[src/tpwm_pkg.sv]
package tpwm_pkg;

   // -----------------------------------------------------------
   // Register map (byte addresses)
   // -----------------------------------------------------------
   localparam int          ADDR_W         = 5;
   localparam logic [4:0]  OFS_PERIOD     = 5'h00;
   localparam logic [4:0]  OFS_TB_CTRL    = 5'h04;
   localparam logic [4:0]  OFS_DUTY_HI    = 5'h08;
   localparam logic [4:0]  OFS_CAP_UPPER  = 5'h0C;
   localparam logic [4:0]  OFS_MODE       = 5'h10;
   localparam logic [4:0]  OFS_FLAGS      = 5'h14;
   localparam logic [4:0]  OFS_PIN        = 5'h18;
   localparam logic [4:0]  OFS_STATUS     = 5'h1C;

   // -----------------------------------------------------------
   // Fields and reset values
   // -----------------------------------------------------------
   localparam int          TB_RUN_BIT     = 2;
   localparam int          MODE_LO_POS    = 4;
   localparam int          FLAG_MATCH_BIT = 0;
   localparam int          PIN_DIR_BIT    = 0;
   localparam int          PIN_LATCH_BIT  = 1;
   localparam int          STAT_PIN_BIT   = 8;
   localparam logic [1:0]  MODE_PWM       = 2'h3;
   localparam logic [7:0]  RST_PERIOD     = 8'hFF;
   localparam logic [7:0]  RST_BYTE       = 8'h00;
   localparam logic [1:0]  RST_PIN        = 2'h1;
   localparam logic [1:0]  PHASE_LAST     = 2'h3;
   localparam logic [1:0]  RESP_OKAY      = 2'h0;
   localparam logic [1:0]  RESP_SLVERR    = 2'h2;

   // Address decode shared by write and read paths
   function automatic logic tpwm_mapped(input logic [ADDR_W-1:0] a);
      return (a[1:0] == 2'h0);
   endfunction

endpackage

[src/tpwm_reg_if.sv]
`timescale 1ns/1ps
// Register access between bus slave and register file
interface tpwm_reg_if;
   import tpwm_pkg::*;
   logic              wr_en;
   logic [ADDR_W-1:0] wr_addr;
   logic [7:0]        wr_data;
   logic [ADDR_W-1:0] rd_addr;
   logic [31:0]       rd_data;
   modport bus  (output wr_en, output wr_addr, output wr_data, output rd_addr, input rd_data);
   modport regs (input wr_en, input wr_addr, input wr_data, input rd_addr, output rd_data);
endinterface // tpwm_reg_if

[src/tpwm_axil.sv]
`timescale 1ns/1ps
module tpwm_axil
   import tpwm_pkg::*;
(
   input  wire logic              clock_i,
   input  wire logic              rst_i,
   input  wire logic [ADDR_W-1:0] awaddr_i,
   input  wire logic              awvalid_i,
   output logic                   awready_o,
   input  wire logic [31:0]       wdata_i,
   input  wire logic [3:0]        wstrb_i,
   input  wire logic              wvalid_i,
   output logic                   wready_o,
   output logic [1:0]             bresp_o,
   output logic                   bvalid_o,
   input  wire logic              bready_i,
   input  wire logic [ADDR_W-1:0] araddr_i,
   input  wire logic              arvalid_i,
   output logic                   arready_o,
   output logic [31:0]            rdata_o,
   output logic [1:0]             rresp_o,
   output logic                   rvalid_o,
   input  wire logic              rready_i,
   tpwm_reg_if.bus                rif
);
   // -----------------------------------------------------------
   // Write: both channels taken together, response held until ready
   // -----------------------------------------------------------
   logic take_w;
   assign take_w      = awvalid_i && wvalid_i && !bvalid_o;
   assign awready_o   = take_w;
   assign wready_o    = take_w;
   assign rif.wr_en   = take_w && wstrb_i[0] && tpwm_mapped(awaddr_i); // Lane 0 only
   assign rif.wr_addr = awaddr_i;
   assign rif.wr_data = wdata_i[7:0];

   always_ff @(posedge clock_i) begin
      if (rst_i) begin
         bvalid_o <= 1'b0;
         bresp_o  <= RESP_OKAY;
      end else if (take_w) begin
         bvalid_o <= 1'b1;
         bresp_o  <= tpwm_mapped(awaddr_i) ? RESP_OKAY : RESP_SLVERR;
      end else if (bready_i) begin
         bvalid_o <= 1'b0;
      end
   end

   // -----------------------------------------------------------
   // Read: data captured at the address handshake
   // -----------------------------------------------------------
   assign arready_o   = arvalid_i && !rvalid_o;
   assign rif.rd_addr = araddr_i;

   always_ff @(posedge clock_i) begin
      if (rst_i) begin
         rvalid_o <= 1'b0;
         rdata_o  <= 32'h0000_0000;
         rresp_o  <= RESP_OKAY;
      end else if (arready_o) begin
         rvalid_o <= 1'b1;
         rdata_o  <= rif.rd_data;
         rresp_o  <= tpwm_mapped(araddr_i) ? RESP_OKAY : RESP_SLVERR;
      end else if (rready_i) begin
         rvalid_o <= 1'b0;
      end
   end
endmodule // tpwm_axil

[src/tpwm_timebase.sv]
`timescale 1ns/1ps
module tpwm_timebase
   import tpwm_pkg::*;
#(
   parameter int PRE_W = 4
)(
   input  wire logic       clock_i,
   input  wire logic       rst_i,
   input  wire logic       run_i,
   input  wire logic       sleep_i,
   input  wire logic [1:0] presc_sel_i,
   input  wire logic [7:0] period_i,
   output logic [7:0]      count_o,
   output logic [1:0]      frac_o,
   output logic            match_o
);
   logic [1:0]       phase_reg;
   logic [PRE_W-1:0] pre_reg;
   logic [PRE_W-1:0] pre_limit;
   logic             active;
   logic             tick;

   // -----------------------------------------------------------
   // Prescaler: four clock phases, then 1, 4 or 16 phase rounds
   // -----------------------------------------------------------
   always_comb begin
      unique case (presc_sel_i)
         2'h0:    pre_limit = PRE_W'(0);
         2'h1:    pre_limit = PRE_W'(3);
         default: pre_limit = PRE_W'(15);
      endcase
   end
   assign active = run_i && !sleep_i;
   assign tick   = active && (phase_reg == PHASE_LAST) && (pre_reg == pre_limit);

   // Phase runs off the system clock alone, never a separate source
   always_ff @(posedge clock_i) begin
      if (rst_i)       phase_reg <= 2'h0;
      else if (active) phase_reg <= phase_reg + 2'h1;
   end

   always_ff @(posedge clock_i) begin
      if (rst_i) begin
         pre_reg <= '0;
      end else if (active && phase_reg == PHASE_LAST) begin
         pre_reg <= (pre_reg == pre_limit) ? '0 : pre_reg + PRE_W'(1);
      end
   end

   // Counter restarts on period match; holds value through sleep
   always_ff @(posedge clock_i) begin
      if (rst_i)     count_o <= 8'h00;
      else if (tick) count_o <= (count_o == period_i) ? 8'h00 : count_o + 8'h01;
   end

   assign frac_o  = phase_reg;
   assign match_o = tick && (count_o == period_i);
endmodule // tpwm_timebase

[src/tpwm_top.sv]
// The register offsets and the AXI4-Lite slave port are this design's own decisions.
`timescale 1ns/1ps
module tpwm_top
   import tpwm_pkg::*;
(
   input  wire logic              clock_i,
   input  wire logic              rst_i,
   input  wire logic [ADDR_W-1:0] s_axi_awaddr_i,
   input  wire logic              s_axi_awvalid_i,
   output logic                   s_axi_awready_o,
   input  wire logic [31:0]       s_axi_wdata_i,
   input  wire logic [3:0]        s_axi_wstrb_i,
   input  wire logic              s_axi_wvalid_i,
   output logic                   s_axi_wready_o,
   output logic [1:0]             s_axi_bresp_o,
   output logic                   s_axi_bvalid_o,
   input  wire logic              s_axi_bready_i,
   input  wire logic [ADDR_W-1:0] s_axi_araddr_i,
   input  wire logic              s_axi_arvalid_i,
   output logic                   s_axi_arready_o,
   output logic [31:0]            s_axi_rdata_o,
   output logic [1:0]             s_axi_rresp_o,
   output logic                   s_axi_rvalid_o,
   input  wire logic              s_axi_rready_i,
   input  wire logic              sleep_i,
   output logic                   modulated_output_pin_o,
   output logic                   modulated_output_pin_oe_o
);

   // -----------------------------------------------------------
   // Declarations
   // -----------------------------------------------------------
   tpwm_reg_if rif ();

   logic [7:0] timebase_period_reg;
   logic [2:0] timebase_control_reg;
   logic [7:0] duty_high_byte_reg;
   logic [7:0] capture_upper_byte_reg;
   logic [5:0] ccp_mode_control_reg;
   logic       timebase_match_flag_reg;
   logic [1:0] pin_ctrl_reg;
   logic [9:0] duty_latch_reg;
   logic       pwm_level_reg;

   logic [7:0] timebase_counter;
   logic [1:0] tb_frac;
   logic       tb_match;
   logic       pwm_mode;
   logic       pin_direction_bit;
   logic       duty_hit;
   logic       flag_clear;
   logic [9:0] duty_next;

   // -----------------------------------------------------------
   // Bus slave
   // -----------------------------------------------------------
   tpwm_axil u_axil (
      .clock_i   (clock_i),
      .rst_i     (rst_i),
      .awaddr_i  (s_axi_awaddr_i),
      .awvalid_i (s_axi_awvalid_i),
      .awready_o (s_axi_awready_o),
      .wdata_i   (s_axi_wdata_i),
      .wstrb_i   (s_axi_wstrb_i),
      .wvalid_i  (s_axi_wvalid_i),
      .wready_o  (s_axi_wready_o),
      .bresp_o   (s_axi_bresp_o),
      .bvalid_o  (s_axi_bvalid_o),
      .bready_i  (s_axi_bready_i),
      .araddr_i  (s_axi_araddr_i),
      .arvalid_i (s_axi_arvalid_i),
      .arready_o (s_axi_arready_o),
      .rdata_o   (s_axi_rdata_o),
      .rresp_o   (s_axi_rresp_o),
      .rvalid_o  (s_axi_rvalid_o),
      .rready_i  (s_axi_rready_i),
      .rif       (rif.bus)
   );

   // -----------------------------------------------------------
   // Timebase
   // -----------------------------------------------------------
   tpwm_timebase #(.PRE_W(4)) u_timebase (
      .clock_i     (clock_i),
      .rst_i       (rst_i),
      .run_i       (timebase_control_reg[TB_RUN_BIT]),
      .sleep_i     (sleep_i),
      .presc_sel_i (timebase_control_reg[1:0]),
      .period_i    (timebase_period_reg),
      .count_o     (timebase_counter),
      .frac_o      (tb_frac),
      .match_o     (tb_match)
   );

   // -----------------------------------------------------------
   // Decodes
   // -----------------------------------------------------------
   assign pwm_mode          = (ccp_mode_control_reg[3:2] == MODE_PWM);
   assign pin_direction_bit = pin_ctrl_reg[PIN_DIR_BIT];
   assign flag_clear        = rif.wr_en && rif.wr_addr == OFS_FLAGS
                              && rif.wr_data[FLAG_MATCH_BIT];
   // Ten-bit duty assembled from byte and mode bits 5:4 as its low bits
   assign duty_next = {duty_high_byte_reg,
                       ccp_mode_control_reg[MODE_LO_POS+1:MODE_LO_POS]};
   // Extended count compares against latched duty
   assign duty_hit  = ({timebase_counter, tb_frac} == duty_latch_reg);

   // -----------------------------------------------------------
   // Software-written configuration
   // -----------------------------------------------------------
   // Period is always writable; software loads it before mode select
   always_ff @(posedge clock_i) begin
      if (rst_i) begin
         timebase_period_reg <= RST_PERIOD;
      end else if (rif.wr_en && rif.wr_addr == OFS_PERIOD) begin
         timebase_period_reg <= rif.wr_data;
      end
   end

   always_ff @(posedge clock_i) begin
      if (rst_i) begin
         timebase_control_reg <= 3'h0;
      end else if (rif.wr_en && rif.wr_addr == OFS_TB_CTRL) begin
         timebase_control_reg <= rif.wr_data[2:0];
      end
   end

   always_ff @(posedge clock_i) begin
      if (rst_i) begin
         duty_high_byte_reg <= RST_BYTE;
      end else if (rif.wr_en && rif.wr_addr == OFS_DUTY_HI) begin
         duty_high_byte_reg <= rif.wr_data;
      end
   end

   always_ff @(posedge clock_i) begin
      if (rst_i) begin
         ccp_mode_control_reg <= 6'h00;
      end else if (rif.wr_en && rif.wr_addr == OFS_MODE) begin
         ccp_mode_control_reg <= rif.wr_data[5:0];
      end
   end

   // Upper byte frozen while modulating; only plain modes may load it
   always_ff @(posedge clock_i) begin
      if (rst_i) begin
         capture_upper_byte_reg <= RST_BYTE;
      end else if (rif.wr_en && rif.wr_addr == OFS_CAP_UPPER && !pwm_mode) begin
         capture_upper_byte_reg <= rif.wr_data;
      end
   end

   // Direction resets to input so nothing drives until software allows it
   always_ff @(posedge clock_i) begin
      if (rst_i) begin
         pin_ctrl_reg <= RST_PIN;
      end else if (rif.wr_en && rif.wr_addr == OFS_PIN) begin
         pin_ctrl_reg <= rif.wr_data[1:0];
      end
   end

   // -----------------------------------------------------------
   // Match flag: a match in the clearing cycle keeps the flag set
   // -----------------------------------------------------------
   always_ff @(posedge clock_i) begin
      if (rst_i) begin
         timebase_match_flag_reg <= 1'b0;
      end else if (tb_match) begin
         timebase_match_flag_reg <= 1'b1;
      end else if (flag_clear) begin
         timebase_match_flag_reg <= 1'b0;
      end
   end

   // -----------------------------------------------------------
   // Modulator
   // -----------------------------------------------------------
   // Duty is double buffered so a mid-period write cannot glitch
   always_ff @(posedge clock_i) begin
      if (rst_i) begin
         duty_latch_reg <= 10'h000;
      end else if (tb_match) begin
         duty_latch_reg <= duty_next;
      end
   end

   // Level moves on timebase events and is forced low outside modulation mode; sleep leaves it untouched
   always_ff @(posedge clock_i) begin
      if (rst_i) begin
         pwm_level_reg <= 1'b0;
      end else if (!pwm_mode) begin
         pwm_level_reg <= 1'b0;
      end else if (sleep_i) begin
         pwm_level_reg <= pwm_level_reg;
      end else if (tb_match) begin
         pwm_level_reg <= 1'b1;
      end else if (duty_hit) begin
         pwm_level_reg <= 1'b0;
      end
   end

   // -----------------------------------------------------------
   // Pin: shared with the port latch, driver gated by direction
   // -----------------------------------------------------------
   assign modulated_output_pin_o    = pwm_mode ? pwm_level_reg
                                               : pin_ctrl_reg[PIN_LATCH_BIT];
   assign modulated_output_pin_oe_o = !pin_direction_bit;

   // -----------------------------------------------------------
   // Read mux
   // -----------------------------------------------------------
   always_comb begin
      rif.rd_data = 32'h0000_0000;
      unique case (rif.rd_addr)
         OFS_PERIOD:    rif.rd_data[7:0] = timebase_period_reg;
         OFS_TB_CTRL:   rif.rd_data[2:0] = timebase_control_reg;
         OFS_DUTY_HI:   rif.rd_data[7:0] = duty_high_byte_reg;
         OFS_CAP_UPPER: rif.rd_data[7:0] = capture_upper_byte_reg;
         OFS_MODE:      rif.rd_data[5:0] = ccp_mode_control_reg;
         OFS_FLAGS:     rif.rd_data[FLAG_MATCH_BIT] = timebase_match_flag_reg;
         OFS_PIN:       rif.rd_data[1:0] = pin_ctrl_reg;
         OFS_STATUS: begin
            rif.rd_data[7:0]          = timebase_counter;
            rif.rd_data[STAT_PIN_BIT] = modulated_output_pin_o;
         end
         default:       rif.rd_data = 32'h0000_0000;
      endcase
   end
endmodule // tpwm_top
[config.mk]
export PLATFORM = sky130hd
export DESIGN_NAME = tpwm_top
export DESIGN_NICKNAME = d
export VERILOG_FILES = /design/src/tpwm_pkg.sv /design/src/tpwm_reg_if.sv /design/src/tpwm_axil.sv /design/src/tpwm_timebase.sv /design/src/tpwm_top.sv
export SDC_FILE = /design/constraint.sdc
export NUM_CORES = 1
export LEC_CHECK = 0
export ABC_AREA = 0
export BUFFER_PORTS_ARGS = -buffer_cell sky130_fd_sc_hd__buf_2
export CAP_MARGIN = 20
export CORE_AREA = 3 3 97 99
export DETAILED_ROUTE_END_ITERATION = 10
export DIE_AREA = 0 0 100 102
export PLACE_DENSITY = 0.8
export SLEW_MARGIN = 20
export SYNTH_ARGS = -nofsm -noshare
export SYNTH_HDL_FRONTEND = slang
export SYNTH_HIERARCHICAL = 1
export SYNTH_SLANG_ARGS = --single-unit
[constraint.sdc]
create_clock -name clock_i -period 3.47 [get_ports clock_i]
set_input_delay 0.5205 -clock clock_i [delete_from_list [all_inputs] [get_ports clock_i]]
set_output_delay 0.5205 -clock clock_i [all_outputs]
set_load 0.03 [all_outputs]
==> results.toml <==
[timing]
final-setup-viol-count = 0
final.setup_skew_ns = 0.00826
drv_slew = 0
hold_viol = 0
timing.hold.ws_ns = 0.414
grt_setup_unrepaired = "no"
maxSlewHeadroom_pct = 58.4
tightest_slew_ns = 0.624
max_freq_mhz = 411
min_period_over_period_pct = 70.2
min_period_ns = 2.44
tns_ns = 0

[clock_tree]
cts-resized-gates = 0
clk_latency_ns = 0.36
cts_sinks = 97
cts_hold_buf = 0
cts_tree = "yes"
clk_path_buf_depth = 2
cts_setup_buffers = 0
clockRootBuffer = "clkbuf_8"
h-tree-depth = 3
path_clk_slew_ns = 0.09
cts_buffers = 9

[synthesis]
synth_cells = 541
netlist_top_cells_count = "dfxtp_1, nand2_1, nor2_1, mux2i_1, a21oi_2"
ys_ff_latch = 97
synth.area.top_cells = "dfxtp_1, mux2i_1, nand2_1, a21oi_2, buf_4"
ys_warn_count = 6
synth_cell_types = 60
synth_area_per_cell_um2 = 8.92
yosys_most_used_dff = "dfxtp_1"
async_reset_ff_share_pct = 0
syn_area_mm2 = 0.00482
ys_seq_area_share_pct = 40.2
synth_edf_count = 0
synth_top_cell_area_share_pct = 40.2
yosys.cell_count.top_type = "dfxtp_1"
yosysTopAreaCell = "dfxtp_1"

[outcome]
status = "completed"

[routing]
viasPerCell = 5.59
post_drt_wl_per_cell_um = 15.4
drc = 0
first_pass_iters = 5
wl_mm = 10.9
antenna_left = 0
vias = 3949
drtIter0Drc = 214

[global_route]
grt_pass1_wl_mm = 18.1
grt_usage_pct = 21.8
grt_max_degree = 67
overflow = 0
antenna_found_initial = 0
first_global_vias = 3800

[worst_setup_path]
start_kind = "flip-flop"
critPathBufInv = 3
endpoint_kind = "flip-flop"
cp_cell_sequence = "or4_4 > a221oi_4 > buf_4 > inv_1 > nor3_2 > buf_4 > nor2_1 > nand4_1 > nor3_1 > nor4_1"
arrival_ns = 2.70
worstPathRequired_ns = 3.74
worstSetupPathType = "reg -> reg"
cp_slowest_cell = "or4_4"
cpMostUsedCell = "buf_4"
max_stage_delay_ns = 0.56
critical_path.top_delay_family = "simple AND/OR/NAND/NOR gates"
path_max_fanout = 15

[worst_hold_path]
worstHoldPathType = "in -> reg"

[floorplanning]
rows = 34
die_area_mm2 = 0.0102
start_util_pct = 55.9
fp.coreArea_mm2 = 0.00864
chipHeight_um = 102
io_pins = 97
die-width_um = 100

[finish]
nets = 652
final_area_mm2 = 0.00526
drive_gt1_share_pct = 21.9
finish.utilization_pct = 60.9
largest_register_ffs = 32
syn_to_final_growth_pct = 9.00
antenna_cells = 0
fin_cells = 707

[job]
drv_cap = 0

[power]
p_per_area_mw_per_mm2 = 410
p_leak_nw = 2.12
vdd_drop_max_mv = 0.218

[placement]
io_buffer_count = 67
place_inst = 692
dpl_cell_area_mm2 = 0.00505
place.gp.congestion = 0.840
dp_hpwl_mm = 7.64
[layout by cell type, fill, tap and decap left out, drive strengths merged, types with 3 or more instances in the layout]
master   n
ha       3
buf     72
nor2    40
xnor2   20
a221o    4
a21oi   49
o21ai    6
nand4   10
dfxtp   97
and2     3
o211ai   4
or3      4
mux2i   37
nand2   94
and3b    3
clkinv   4
inv      9
nand3b  13
mux2     4
conb    25
clkbuf   9
nand2b   6
o221ai   5
nor3b    3
nor2b    5
nor3    12
o31ai    3
nand3   25
[worst reg2reg max path, delay by kind of cell, from the launching register on]
kind | cells | cell delay (ns)
AND/OR/NAND/NOR | 6 | 1.09
buffers and inverters | 3 | 0.60
flip-flops | 1 | 0.37
AO/OA/AOI/OAI | 1 | 0.29
[path summary, 6_finish.rpt]
kind                                 from                       to  slack, ns  depth (start not counted)
hold / removal             s_axi_rready_i          u_axil/rvalid_o       0.41                          3
hold reg to reg   ccp_mode_control_reg[1]  ccp_mode_control_reg[1]       0.46                          2
setup / recovery    u_timebase/pre_reg[0]            pwm_level_reg       1.03                         10
setup reg to reg    u_timebase/pre_reg[0]            pwm_level_reg       1.03                         10
[cell families (layout without fill, tap and decap cells)]
group	count (synthesis)	after routing	synth area share [%]
and+or+nand+nor	230	230	23.7
DFF	97	97	40.2
AOI/OAI and AO/OA	85	85	13.8
buffers and inverters	61	96	8.74
muxes	41	41	8.61
xor gates and xnor gates	22	22	3.99
adders and majority gates	3	3	0.778
other	2	25	0.156
[layout make-up]
type	count	area [µm²]
fill	781	3380
multi-input combinational	406	2550
sequential	97	1940
timing repair buffer	72	375
tap	108	135
clock buffer	9	124
clock inverter	6	83.8
inverter	9	46.3
[routing by layer]
metal  GRT usage, %  vias up  part of all wire [%]
li1               -     1942                     -
met1           28.5     1872                    43
met2           36.0      118                    49
met3           5.39       17                   6.3
met4           6.63        0                   1.4
met5              0        -                     0
[stage by stage]
step | setup slack, ns | total power, mW
4_1_cts | 1.03 | 2.18
3_5_place_dp | 1.07 | 1.40
6_report | 1.03 | 2.15
5_1_grt | 0.930 | 2.24
2_1_floorplan | 0.976 | 1.38
3_3_place_gp | 1.13 | 1.40
[power by group]
group	internal, mW	total (mW)	switching [mW]	leakage (nW)
clock	0.400	0.774	0.374	0.109
combinational	0.0686	0.232	0.163	1.23
sequential	1.13	1.15	0.0150	0.786
total	1.60	2.15	0.552	2.12
Note: power is estimated with default switching activity, not from simulation.
